`src/include/gpio_pkg.sv`:
```
// Shared constants and types for the port pin control block
package gpio_pkg;

  // ****************************************************************
  // Port geometry
  // ****************************************************************
  localparam int NUM_WIDE = 6;             // 8-bit ports A,B,C,E,G,L
  localparam int WIDE_W   = 8;
  localparam int NARROW_W = 4;             // Port F
  localparam int NUM_PORT = 7;

  // ****************************************************************
  // Register map: base + index * stride + kind
  // ****************************************************************
  localparam logic [7:0] PORT_BASE   = 8'hc0;
  localparam logic [1:0] OFS_DATA    = 2'h0;
  localparam logic [1:0] OFS_SETUP   = 2'h1;
  localparam logic [1:0] OFS_LEVEL   = 2'h2;
  localparam logic [2:0] IDX_A       = 3'h0;
  localparam logic [2:0] IDX_B       = 3'h1;
  localparam logic [2:0] IDX_C       = 3'h2;
  localparam logic [2:0] IDX_E       = 3'h3;
  localparam logic [2:0] IDX_G       = 3'h4;
  localparam logic [2:0] IDX_L       = 3'h5;
  localparam logic [2:0] IDX_F       = 3'h6;

  // ****************************************************************
  // Special port bit positions
  // ****************************************************************
  localparam int G_WDOG_BIT   = 1;
  localparam int G_INONLY_BIT = 6;
  localparam int G_CLKOUT_BIT = 7;
  localparam int G_IDLE_BIT   = 6;
  localparam int G_HALT_BIT   = 7;
  localparam int G_ALTSK_BIT  = 6;
  localparam int G_DELAY_BIT  = 7;

  // ****************************************************************
  // Reset values and timing
  // ****************************************************************
  localparam logic [7:0] SETUP_RST = 8'h00;
  localparam logic [7:0] DATA_RST  = 8'h00;
  localparam int RESTART_DELAY_CYCLES = 32;

  // Power mode states
  typedef enum logic [3:0] {
    PWR_RUN     = 4'b0001,
    PWR_IDLE    = 4'b0010,
    PWR_HALT    = 4'b0100,
    PWR_RESTART = 4'b1000
  } power_state_t;

endpackage

```
`src/port_bank.sv`:
```
// One I/O port: setup and output registers, pin drive and input sampling
module port_bank
  import gpio_pkg::*;
#(
  parameter int WIDTH = WIDE_W
) (
  // Clock and reset
  input  wire logic             clock_i,
  input  wire logic             rstn_i,
  // Register writes
  input  wire logic             wr_data_i,
  input  wire logic             wr_setup_i,
  input  wire logic [WIDTH-1:0] wdata_i,
  // Per-bit override of the pin setup
  input  wire logic [WIDTH-1:0] force_mask_i,
  input  wire logic [WIDTH-1:0] force_oe_i,
  input  wire logic [WIDTH-1:0] force_out_i,
  input  wire logic [WIDTH-1:0] force_pu_i,
  // Pins
  input  wire logic [WIDTH-1:0] pin_i,
  output logic      [WIDTH-1:0] pin_o,
  output logic      [WIDTH-1:0] pin_oe_o,
  output logic      [WIDTH-1:0] pullup_o,
  // Register contents
  output logic      [WIDTH-1:0] setup_o,
  output logic      [WIDTH-1:0] data_o,
  output logic      [WIDTH-1:0] level_o
);

  // Widths the register bytes cannot hold are refused
  if (WIDTH < 1 || WIDTH > WIDE_W) begin : g_bad_width
    $error("port_bank WIDTH must be 1 to 8");
  end

  logic [WIDTH-1:0] sync_first;
  logic [WIDTH-1:0] next_oe;
  logic [WIDTH-1:0] next_out;
  logic [WIDTH-1:0] next_pu;

  // Setup bit drives the pin, else data bit picks pull-up or Hi-Z
  assign next_oe  = (force_mask_i & force_oe_i)
                  | (~force_mask_i & setup_o);
  assign next_out = (force_mask_i & force_out_i)
                  | (~force_mask_i & data_o);
  assign next_pu  = (force_mask_i & force_pu_i)
                  | (~force_mask_i & ~setup_o & data_o);

  // Configuration and output value registers
  always_ff @(posedge clock_i or negedge rstn_i) begin
    if (!rstn_i) begin
      setup_o <= SETUP_RST[WIDTH-1:0];
      data_o  <= DATA_RST[WIDTH-1:0];
    end else begin
      if (wr_setup_i) setup_o <= wdata_i;
      if (wr_data_i)  data_o  <= wdata_i;
    end
  end

  // Registered pin drive
  always_ff @(posedge clock_i or negedge rstn_i) begin
    if (!rstn_i) begin
      pin_o    <= '0;
      pin_oe_o <= '0;
      pullup_o <= '0;
    end else begin
      pin_o    <= next_out;
      pin_oe_o <= next_oe;
      pullup_o <= next_pu;
    end
  end

  // Two-stage pin sampler, read in every setup
  always_ff @(posedge clock_i or negedge rstn_i) begin
    if (!rstn_i) begin
      sync_first <= '0;
      level_o    <= '0;
    end else begin
      sync_first <= pin_i;
      level_o    <= sync_first;
    end
  end

endmodule // port_bank

```
`src/port_pin_control.sv`:
```
// Port pin control: six 8-bit ports, one 4-bit port, power mode bits
module port_pin_control
  import gpio_pkg::*;
#(
  parameter int RESTART_CYCLES = RESTART_DELAY_CYCLES
) (
  // Clock and reset
  input  wire logic                            clock_i,
  input  wire logic                            rstn_i,
  // Data memory access
  input  wire logic [7:0]                      addr_i,
  input  wire logic                            wr_en_i,
  input  wire logic [7:0]                      wdata_i,
  input  wire logic                            rd_en_i,
  output logic      [7:0]                      rdata_o,
  // 8-bit port pins, index A,B,C,E,G,L
  input  wire logic [NUM_WIDE-1:0][WIDE_W-1:0] wide_pin_i,
  output logic      [NUM_WIDE-1:0][WIDE_W-1:0] wide_pin_o,
  output logic      [NUM_WIDE-1:0][WIDE_W-1:0] wide_pin_oe_o,
  output logic      [NUM_WIDE-1:0][WIDE_W-1:0] wide_pullup_o,
  // 4-bit port pins
  input  wire logic [NARROW_W-1:0]             narrow_pin_i,
  output logic      [NARROW_W-1:0]             narrow_pin_o,
  output logic      [NARROW_W-1:0]             narrow_pin_oe_o,
  output logic      [NARROW_W-1:0]             narrow_pullup_o,
  // Watchdog and clock options, wake pin
  input  wire logic                            watchdog_select_i,
  input  wire logic                            watchdog_level_i,
  input  wire logic                            rc_clock_option_i,
  input  wire logic                            wake_i,
  // Power mode and serial control
  output logic                                 halt_mode_o,
  output logic                                 idle_mode_o,
  output logic                                 osc_run_o,
  output logic                                 oscillator_clock_output,
  output logic                                 alt_shift_phase_o
);

  // ****************************************************************
  // Elaboration checks
  // ****************************************************************

  if (RESTART_CYCLES < 1 || RESTART_CYCLES > 65535) begin : g_bad_delay
    $error("RESTART_CYCLES must be 1 to 65535");
  end

  localparam int CW = $clog2(RESTART_CYCLES + 1);
  localparam logic [CW-1:0] RESTART_LOAD = CW'(RESTART_CYCLES);

  // ****************************************************************
  // Address decode
  // ****************************************************************

  logic [7:0] offset;
  logic [2:0] port_idx;
  logic [1:0] reg_kind;
  logic       addr_hit;
  logic       wr_hit;
  logic       wr_g_data;

  // Three byte registers per port at a stride of four
  assign offset    = addr_i - PORT_BASE;
  assign port_idx  = offset[4:2];
  assign reg_kind  = offset[1:0];
  assign addr_hit  = (offset[7:5] == 3'h0)
                   && (port_idx <= IDX_F)
                   && (reg_kind != 2'h3);
  assign wr_hit    = wr_en_i && addr_hit;
  assign wr_g_data = wr_hit && (port_idx == IDX_G)
                   && (reg_kind == OFS_DATA);

  // ****************************************************************
  // Port register banks
  // ****************************************************************

  logic [NUM_PORT-1:0][WIDE_W-1:0] setup_all;
  logic [NUM_PORT-1:0][WIDE_W-1:0] data_all;
  logic [NUM_PORT-1:0][WIDE_W-1:0] level_all;
  logic [NUM_WIDE-1:0][WIDE_W-1:0] fmask;
  logic [NUM_WIDE-1:0][WIDE_W-1:0] foe;
  logic [NUM_WIDE-1:0][WIDE_W-1:0] fout;
  logic [NUM_WIDE-1:0][WIDE_W-1:0] fpu;
  logic [WIDE_W-1:0]               g_mask;
  logic [WIDE_W-1:0]               g_oe;
  logic [WIDE_W-1:0]               g_out;
  logic [WIDE_W-1:0]               g_pu;
  logic [NARROW_W-1:0]             f_setup;
  logic [NARROW_W-1:0]             f_data;
  logic [NARROW_W-1:0]             f_level;
  logic                            clk_toggle;

  // Special port overrides: input-only, clock output, watchdog pin
  always_comb begin
    g_mask = '0;
    g_oe   = '0;
    g_out  = '0;
    g_pu   = '0;
    g_mask[G_INONLY_BIT] = 1'b1;
    g_oe[G_INONLY_BIT]   = 1'b0;
    g_pu[G_INONLY_BIT]   = 1'b0;
    g_mask[G_CLKOUT_BIT] = 1'b1;
    g_oe[G_CLKOUT_BIT]   = 1'b1;
    g_out[G_CLKOUT_BIT]  = clk_toggle;
    g_mask[G_WDOG_BIT]   = watchdog_select_i;
    g_oe[G_WDOG_BIT]     = watchdog_level_i;
    g_out[G_WDOG_BIT]    = 1'b0;
    g_pu[G_WDOG_BIT]     = 1'b1;
  end

  // One bank per 8-bit port; only the special port gets overrides
  for (genvar gi = 0; gi < NUM_WIDE; gi++) begin : g_wide
    localparam logic [2:0] PI = 3'(gi);

    assign fmask[gi] = (PI == IDX_G) ? g_mask : '0;
    assign foe[gi]   = (PI == IDX_G) ? g_oe   : '0;
    assign fout[gi]  = (PI == IDX_G) ? g_out  : '0;
    assign fpu[gi]   = (PI == IDX_G) ? g_pu   : '0;

    port_bank #(
      .WIDTH (WIDE_W)
    ) u_bank (
      .clock_i      (clock_i),
      .rstn_i       (rstn_i),
      .wr_data_i    (wr_hit && port_idx == PI
                     && reg_kind == OFS_DATA),
      .wr_setup_i   (wr_hit && port_idx == PI
                     && reg_kind == OFS_SETUP),
      .wdata_i      (wdata_i),
      .force_mask_i (fmask[gi]),
      .force_oe_i   (foe[gi]),
      .force_out_i  (fout[gi]),
      .force_pu_i   (fpu[gi]),
      .pin_i        (wide_pin_i[gi]),
      .pin_o        (wide_pin_o[gi]),
      .pin_oe_o     (wide_pin_oe_o[gi]),
      .pullup_o     (wide_pullup_o[gi]),
      .setup_o      (setup_all[gi]),
      .data_o       (data_all[gi]),
      .level_o      (level_all[gi])
    );
  end

  // The 4-bit port
  port_bank #(
    .WIDTH (NARROW_W)
  ) u_narrow (
    .clock_i      (clock_i),
    .rstn_i       (rstn_i),
    .wr_data_i    (wr_hit && port_idx == IDX_F
                   && reg_kind == OFS_DATA),
    .wr_setup_i   (wr_hit && port_idx == IDX_F
                   && reg_kind == OFS_SETUP),
    .wdata_i      (wdata_i[NARROW_W-1:0]),
    .force_mask_i ('0),
    .force_oe_i   ('0),
    .force_out_i  ('0),
    .force_pu_i   ('0),
    .pin_i        (narrow_pin_i),
    .pin_o        (narrow_pin_o),
    .pin_oe_o     (narrow_pin_oe_o),
    .pullup_o     (narrow_pullup_o),
    .setup_o      (f_setup),
    .data_o       (f_data),
    .level_o      (f_level)
  );

  // Narrow port widened; upper bits read as zero
  assign setup_all[IDX_F] = {4'h0, f_setup};
  assign data_all[IDX_F]  = {4'h0, f_data};
  assign level_all[IDX_F] = {4'h0, f_level};

  // ****************************************************************
  // Read path
  // ****************************************************************

  logic [7:0] data_view;
  logic [7:0] next_rdata;

  // Special port hides its input-only and clock output data bits
  always_comb begin
    data_view = data_all[port_idx];
    if (port_idx == IDX_G) begin
      data_view[G_INONLY_BIT] = 1'b0;
      data_view[G_CLKOUT_BIT] = 1'b0;
    end
  end

  // Pick the register by kind; unmapped addresses read zero
  always_comb begin
    next_rdata = 8'h00;
    if (addr_hit) begin
      case (reg_kind)
        OFS_DATA:  next_rdata = data_view;
        OFS_SETUP: next_rdata = setup_all[port_idx];
        OFS_LEVEL: next_rdata = level_all[port_idx];
        default:   next_rdata = 8'h00;
      endcase
    end
  end

  // Read data register, loaded on a read strobe
  always_ff @(posedge clock_i or negedge rstn_i) begin
    if (!rstn_i) begin
      rdata_o <= 8'h00;
    end else if (rd_en_i) begin
      rdata_o <= next_rdata;
    end
  end

  // ****************************************************************
  // Serial clock phase
  // ****************************************************************

  // Alternate shift clock phase follows special setup bit 6
  always_ff @(posedge clock_i or negedge rstn_i) begin
    if (!rstn_i) begin
      alt_shift_phase_o <= 1'b0;
    end else begin
      alt_shift_phase_o <= setup_all[IDX_G][G_ALTSK_BIT];
    end
  end

  // ****************************************************************
  // Power modes
  // ****************************************************************

  power_state_t    state;
  power_state_t    next_state;
  logic [CW-1:0]   delay_cnt;
  logic [CW-1:0]   next_delay;
  logic            wake_first;
  logic            wake_sync;
  logic            delay_wanted;

  // Wake pin comes from outside the clock domain
  always_ff @(posedge clock_i or negedge rstn_i) begin
    if (!rstn_i) begin
      wake_first <= 1'b0;
      wake_sync  <= 1'b0;
    end else begin
      wake_first <= wake_i;
      wake_sync  <= wake_first;
    end
  end

  assign delay_wanted = setup_all[IDX_G][G_DELAY_BIT]
                      && rc_clock_option_i;

  // Mode sequencer; halt wins when both mode bits are written
  always_comb begin
    next_state = state;
    next_delay = delay_cnt;
    case (state)
      PWR_RUN: begin
        if (wr_g_data && wdata_i[G_HALT_BIT]) begin
          next_state = PWR_HALT;
        end else if (wr_g_data && wdata_i[G_IDLE_BIT]) begin
          next_state = PWR_IDLE;
        end
      end
      PWR_IDLE: begin
        if (wake_sync) next_state = PWR_RUN;
      end
      PWR_HALT: begin
        if (wake_sync && delay_wanted) begin
          next_state = PWR_RESTART;
          next_delay = RESTART_LOAD;
        end else if (wake_sync) begin
          next_state = PWR_RUN;
        end
      end
      PWR_RESTART: begin
        next_delay = delay_cnt - CW'(1);
        if (delay_cnt <= CW'(1)) next_state = PWR_RUN;
      end
      default: begin
        next_state = PWR_RUN;
      end
    endcase
  end

  // State and start-up counter
  always_ff @(posedge clock_i or negedge rstn_i) begin
    if (!rstn_i) begin
      state     <= PWR_RUN;
      delay_cnt <= '0;
    end else begin
      state     <= next_state;
      delay_cnt <= next_delay;
    end
  end

  // Mode outputs registered from the next state
  always_ff @(posedge clock_i or negedge rstn_i) begin
    if (!rstn_i) begin
      halt_mode_o <= 1'b0;
      idle_mode_o <= 1'b0;
      osc_run_o   <= 1'b1;
    end else begin
      halt_mode_o <= (next_state == PWR_HALT);
      idle_mode_o <= (next_state == PWR_IDLE);
      osc_run_o   <= (next_state == PWR_RUN)
                  || (next_state == PWR_IDLE);
    end
  end

  // ****************************************************************
  // Oscillator clock output
  // ****************************************************************

  // Divided clock that freezes low while the oscillator is stopped
  always_ff @(posedge clock_i or negedge rstn_i) begin
    if (!rstn_i) begin
      clk_toggle <= 1'b0;
    end else if (osc_run_o) begin
      clk_toggle <= ~clk_toggle;
    end else begin
      clk_toggle <= 1'b0;
    end
  end

  // Registered copy, one cycle behind, for the clock consumers inside the chip
  always_ff @(posedge clock_i or negedge rstn_i) begin
    if (!rstn_i) begin
      oscillator_clock_output <= 1'b0;
    end else begin
      oscillator_clock_output <= clk_toggle;
    end
  end

endmodule // port_pin_control

```
`config.mk`:
```
export PLATFORM = sky130hd
export DESIGN_NAME = port_pin_control
export DESIGN_NICKNAME = d
export VERILOG_FILES = /design/src/include/gpio_pkg.sv /design/src/port_bank.sv /design/src/port_pin_control.sv
export SDC_FILE = /design/constraint.sdc
export NUM_CORES = 1
export LEC_CHECK = 0
export BUFFER_PORTS_ARGS = -buffer_cell sky130_fd_sc_hd__buf_2
export CAP_MARGIN = 20
export CORE_ASPECT_RATIO = 0.6
export CORE_UTILIZATION = 44
export CTS_CLUSTER_DIAMETER = 40
export CTS_CLUSTER_SIZE = 30
export DETAILED_ROUTE_END_ITERATION = 7
export GPL_TIMING_DRIVEN = 0
export HOLD_SLACK_MARGIN = 0.08
export PLACE_DENSITY_LB_ADDON = 0.12
export SYNTH_ARGS = -nofsm -noshare
export SYNTH_HDL_FRONTEND = slang
export SYNTH_SLANG_ARGS = --single-unit
export TNS_END_PERCENT = 20
```
`constraint.sdc`:
```
create_clock -name clock_i -period 1.9 [get_ports clock_i]
set_clock_uncertainty 0.2 [all_clocks]
set_input_delay 0.38 -clock clock_i [delete_from_list [all_inputs] [get_ports clock_i]]
set_output_delay 0.38 -clock clock_i [all_outputs]
set_load 0.02 [all_outputs]
```
Word-level counts from Yosys, hierarchy flattened
Cells that the tools add are included.
{"block": "word_totals", "regBits": 390, "input_bits": 76, "out_inout_bits": 169, "wordCells": 158}
{"block": "classes", "n_addsub": 2, "magnitude_cmp": 3, "eq_ne": 17, "mux": 18, "bitwise_logic": 24, "n_reduce_logical": 34}
{"cell": "8-bit bitwise AND", "count": 11}
{"cell": "8-bit binary-select mux with 3-bit select", "count": 3}
{"cell": "8-bit inverter", "count": 7}
{"cell": "8-bit 2-to-1 mux", "count": 4}
{"cell": "1-bit logical AND", "count": 28}
{"cell": "8-bit one-hot mux with 3 select lines", "count": 1}
{"cell": "4-bit 2-to-1 mux", "count": 5}
{"cell": "8-bit bitwise OR", "count": 2}
{"cell": "4-bit one-hot mux with 4 select lines", "count": 1}
{"cell": "6-bit one-hot mux with 2 select lines", "count": 1}
{"cell": "3-bit == test, second input constant", "count": 3}
{"cell": "4-bit by 1-bit == test with 1-bit output, second input constant", "count": 2}
{"cell": "4-bit by 2-bit == test with 1-bit output, second input constant", "count": 2}
{"cell": "4-bit by 3-bit == test with 1-bit output, second input constant", "count": 2}
{"cell": "2-bit by 8-bit bitwise OR with 8-bit output", "count": 1}
{"cell": "8-bit subtractor, second input constant", "count": 1}
{"cell": "3-bit by 2-bit == test with 1-bit output, second input constant", "count": 2}
{"cell": "6-bit by 1-bit <= comparator with 1-bit output, second input constant", "count": 1}
{"cell": "3-bit logical NOT", "count": 2}
{"cell": "6-bit 2-to-1 mux", "count": 1}
{"cell": "6-bit by 1-bit subtractor with 6-bit output, second input constant", "count": 1}
{"cell": "4-bit bitwise AND", "count": 1}
{"cell": "4-bit == test, second input constant", "count": 1}
{"cell": "3-bit by 4-bit < comparator with 1-bit output, second input constant", "count": 1}
{"cell": "13 further kinds", "count": 14}

Longest topological paths before layout
{"block": "depth", "word_depth": 13, "ltp_mapped": 7, "mapped_depth_nobuf": 6}

Modules after synthesis
A second synthesis with hierarchy kept.
{"block": "hier_totals", "cells_unflattened": 990, "area_unflattened_um2": 15267.1}
{"module": "port_bank (g_wide[0].u_bank ...)", "instances": 6, "cells_per_inst": 108, "area_per_inst_um2": 1943.1, "seq_area_each_um2": 1401.3}
{"module": "port_pin_control", "instances": 1, "cells_per_inst": 288, "area_per_inst_um2": 2678.8, "seq_area_each_um2": 653.1}
{"module": "port_bank (u_narrow)", "instances": 1, "cells_per_inst": 54, "area_per_inst_um2": 929.6, "seq_area_each_um2": 700.7}

Worst setup path before layout
No wires, ideal clock.
{"block": "synth_timing", "kind": "input-to-reg", "startpoint": "in addr_i[3]", "endpoint": "reg g_wide[1].u_bank.setup_o[0]", "setup_ps": 125, "t_arrival_ps": 1784, "required_time_ps": 1575, "slack_ps": -209, "cell_stages": 5, "path_buffers": 2, "cell_sequence": "or4b_1 buf_2 or3_1 buf_6 mux2_4"}
{"block": "synth_between", "elab_chain_cells": 7, "elab_cells_between_ends": 9, "classes_between": "add/sub: 1; order compare: 1; eq/ne: 1; reduce/logical: 6"}
{"element": "start: declaration", "line_no": "port_pin_control.sv:11", "text": "input wire logic [7:0] addr_i,"}
{"element": "8-bit subtractor *", "line_no": "port_pin_control.sv:62", "text": "assign offset = addr_i - PORT_BASE;"}
{"element": "3-bit <= comparator or 3-bit logical NOT (tied branches)", "line_no": "port_pin_control.sv:66, port_pin_control.sv:65"}
{"element": "1-bit logical AND", "line_no": "port_pin_control.sv:66", "text": "&& (port_idx <= IDX_F)"}
{"element": "1-bit logical AND", "line_no": "port_pin_control.sv:67", "text": "&& (reg_kind != 2'h3);"}
{"element": "1-bit logical AND", "line_no": "port_pin_control.sv:68", "text": "assign wr_hit = wr_en_i && addr_hit;"}
{"element": "1-bit logical AND *", "line_no": "port_pin_control.sv:126", "text": ".wr_setup_i (wr_hit && port_idx == PI"}
{"element": "1-bit logical AND *", "line_no": "port_pin_control.sv:127", "text": "&& reg_kind == OFS_SETUP),"}
{"element": "end signal: assignment", "line_no": "port_bank.sv:51", "text": "setup_o <= SETUP_RST[WIDTH-1:0];"}
{"element": "end signal: assignment", "line_no": "port_bank.sv:54", "text": "if (wr_setup_i) setup_o <= wdata_i;"}
{"element": "end: declaration", "line_no": "port_bank.sv:25", "text": "output logic [WIDTH-1:0] setup_o,"}
Every way passes the cells marked *; elsewhere a longest branch is shown, timed or not.
A chain may end at the register's enable or synchronous reset.

Worst setup path in the final report
{"block": "layout_timing", "startpoint": "reg state[0]", "endpoint": "reg delay_cnt[5]"}
{"block": "layout_between", "elab_chain_cells": 3, "elab_cells_between_ends": 6, "classes_between": "eq/ne: 3; mux: 1; reduce/logical: 2"}
{"element": "start: declaration", "line_no": "port_pin_control.sv:227", "text": "power_state_t state;"}
{"element": "start signal: assignment", "line_no": "port_pin_control.sv:288", "text": "state <= next_state;"}
{"element": "4-bit by 3-bit == test with 1-bit output or 4-bit == test (tied branches)", "line_no": "port_pin_control.sv:253", "text": "case (state)"}
{"element": "2-bit != test (no line) or 2-bit nonzero test (tied branches)"}
{"element": "2-bit AND reduction (no line)"}
{"element": "end signal: assignment", "line_no": "port_pin_control.sv:289", "text": "delay_cnt <= next_delay;"}
{"element": "end: declaration", "line_no": "port_pin_control.sv:229", "text": "logic [CW-1:0] delay_cnt;"}
Parallel ways exist; a longest one is shown, timed or not.

==> out/summary.txt <==
Status: finished, violations left
Failing checks: hold timing, setup timing
Post-DP HPWL: 23120 µm
Starting Density: 45.32%
Seq/Total Area, Yosys: 72.63%
Largest net degree at the start of global routing: 126
Hold Worst Slack: -0.04702 ns
Worst VDD drop: 0.6821 mV
Drt drc: 0
Tcrit/Tclk final: 107.4%
Pre-CTS setup slack: -1.277 ns
Nets@finish: 1272
Antenna-violating nets left: 0
Vias per cell: 4.971
Startpoint class of the critical path: register
First-pass GRT wire length: 49720 µm
Worst-path clk slew: 0.08 ns
Syn avg cell area: 15.73 µm²
Post-Synthesis Cells: 839
Final wirelength: 33510 µm
Slowest cell on the critical path: or4b_4
Setup crit start: state[0]
Via count: 8048
Crit. End Element: register
Worst-path cell chain: or4b_4, or4_4, nor3_4, mux2i_1
Skew-Pair Late Insertion Delay: 0.58 ns
Crit-path max FO: 7
Dominant synthesized flop cell: dfrtp_1
Die height: 136.2 µm
Antenna violations before repair: 0
Fin crit period: 2.041 ns
Max capacitance violation total: 0
Area leader, netlist: dfrtp_1
Vias in the first global route: 7999
Most frequent cells in the layout: 378 x dfrtp_1, 244 x buf_2, 94 x mux2_2
Area after DPL: 15020 µm²
P per Cell Area: 990.8 nW/µm²
Highest Clock Rate: 490.1 MHz
Worst Reg-to-Reg Cells: 4
Initial drt markers: 451
TritonCTS clock tree: done
Synth warn: 0
Core footprint: 29130 µm²
I/O pins: 245
Final number of setup-violating endpoints: 16
Final Max Tran Viols: 0
Slew margin rel.: 48.00%
Number of flops mapped to enable cells by yosys: 0
Clock Path Buffers: 3
Share of flip-flops with an asynchronous set or reset: 100.0%
Post-route cell area: 17140 µm²
PortBufs: 239
Leak: 0.008876 µW
RePlAce Congestion: 0.8615
Area growth, synth to finish: 29.84%
Worst-margin pin slew: 0.7775 ns
RR Endpoint: delay_cnt[5]
CTS buffer count: 31
Synth Cell Area: 13200 µm²
RSZ-0062 raised after global routing: yes
Worst flop-to-flop path startpoint: state[0]
Routed length per instance: 20.70 µm
Worst setup slack after layout: -0.1406 ns
CTS HTree Levels: 1
Worst hold path class: input pin to asynchronous set/reset pin
Tot GR Track Use: 22.25%
Data arrival, critical path: 2.33 ns
Remaining global-route overflow: 0
Ant. Diodes: 0
DIE WIDTH: 225.6 µm
Clock sink total: 383
Crit-path max cell delay: 0.54 ns
Unique masters post-synth: 48
Site row count: 48
Flops & latches, synth: 383
Yosys top cell area share: 72.23%
Layout cells sized above 1: 39.54%
Flop-to-flop setup slack: -0.14 ns
Area contributors post-synth: dfrtp_1 72%, mux2_2 8.0%, mux2i_1 5.1%
Commonest non-fill, non-tap cell in the layout: dfrtp_1
Die area: 30720 µm²
Final Hold Fails: 30
Crit path to: delay_cnt[5]
Final Total Pwr: 16980 µW
Worst EP required: 2.19 ns
Clock Root Buffer: clkbuf_16
Setup Crit Path Kind: register to register
DR pass1 iterations: 4
==> metrics by stage <==
step,setup TNS (ns),utilization (%),cells
after floorplan,-8.593,-,842
after global placement,-2758.21,51.25,1481
after detailed placement,-86.38,51.57,1484
after CTS,-2.123,58.11,1609
after global routing,-1.371,58.84,1619
final,-0.9236,58.84,1619
==> report_power, final <==
part           internal [µW]  total (µW)  leakage, µW  switching (µW)
sequential              8540        8760      0.00501             217
clock                   3550        6820     0.000542            3270
combinational            565        1400      0.00332             839
==> flip-flops by register name, summed over array words and instances (netlist names), 6 cells and up <==
| name | count |
|---|---|
| g_wide.u_bank.data_o | 46 |
| g_wide.u_bank.pin_o | 46 |
| g_wide.u_bank.pin_oe_o | 47 |
| g_wide.u_bank.pullup_o | 46 |
| rdata_o | 8 |
| delay_cnt | 6 |
| g_wide.u_bank.sync_first | 48 |
| g_wide.u_bank.level_o | 48 |
| g_wide.u_bank.setup_o | 48 |
==> cells in the mapped netlist, types with 3 or more instances <==
cell and instances:
nor4b_1 3, nor2b_1 53, mux2_2 94, nand2b_1 7, nand4b_1 5, o221ai_1 12, mux2_4 8, o2111ai_1 4
clkbuf_1 20, a22oi_1 8, nor3_1 8, a21o_1 3, nand2_1 17, buf_2 10, nor2_2 3, inv_1 20
a21oi_1 3, o22ai_1 19, a211o_1 3, o21ai_0 16, mux2i_1 67, nand3_1 13, or3_1 4, dfrtp_1 381
nor2_1 15, buf_4 6
==> kinds of logic (layout without fill, tap and decap cells) <==
group / after synthesis / count (layout) / share of synthesized area [%]
simple gates: 147 / 147 / 6.843
flops: 383 / 383 / 72.63
buf+inv: 59 / 436 / 2.000
xor+xnor: 2 / 2 / 0.1327
other cells: 2 / 5 / 0.05689
compound gates: 73 / 73 / 3.801
mux: 171 / 171 / 14.35
fa+ha+maj: 2 / 2 / 0.1895
==> repair_timing <==
action,CTS,global route
pin swaps,2,1
hold buffers,64,5
setup endpoints to repair,103,70
resized for setup,30,26
hold endpoints to repair,343,256
setup buffers,3,6
==> worst min path at each step <==
stage | startpoint | to | slack (ns) | cells past startpoint
finish | rstn_i | g_wide[4].u_bank.pin_oe_o[4] | -0.05 | 6
global route | rstn_i | g_wide[4].u_bank.pin_oe_o[4] | 0.01 | 6
CTS | rstn_i | g_wide[4].u_bank.setup_o[4] | -0.60 | 1
detailed placement | rstn_i | g_wide[4].u_bank.setup_o[4] | 0.02 | 1
global placement | u_narrow.sync_first[0] | u_narrow.level_o[0] | 0.13 | 0
floorplan | rstn_i | alt_shift_phase_o | -0.12 | 0
==> worst max-delay path, delay by kind of cell, from the launching register on <==
kind,cells,cell delay [ns]
AND/OR/NAND/NOR,3,1.13
flip-flops,1,0.41
multiplexers,1,0.21
==> routing by layer <==
layer,GRT usage [%],vias up,part of all wire [%]
met2,30.54,227,42
met5,1.935,-,0.24
met4,4.989,2,1.8
li1,-,3636,-
met3,5.576,40,6.2
met1,34.98,4143,49
==> cell type report <==
| cell class | count | area, µm² |
|---|---|---|
| buffer | 38 | 227.7 |
| clock buffer | 34 | 807.0 |
| clock inverter | 24 | 307.8 |
| fill | 2335 | 11990 |
| inverter | 20 | 75.07 |
| multi-input combinational | 400 | 3531 |
| sequential | 383 | 9590 |
| tap | 400 | 500.5 |
| timing repair buffer | 320 | 2100 |
Note: power is estimated with default switching activity, not from simulation.
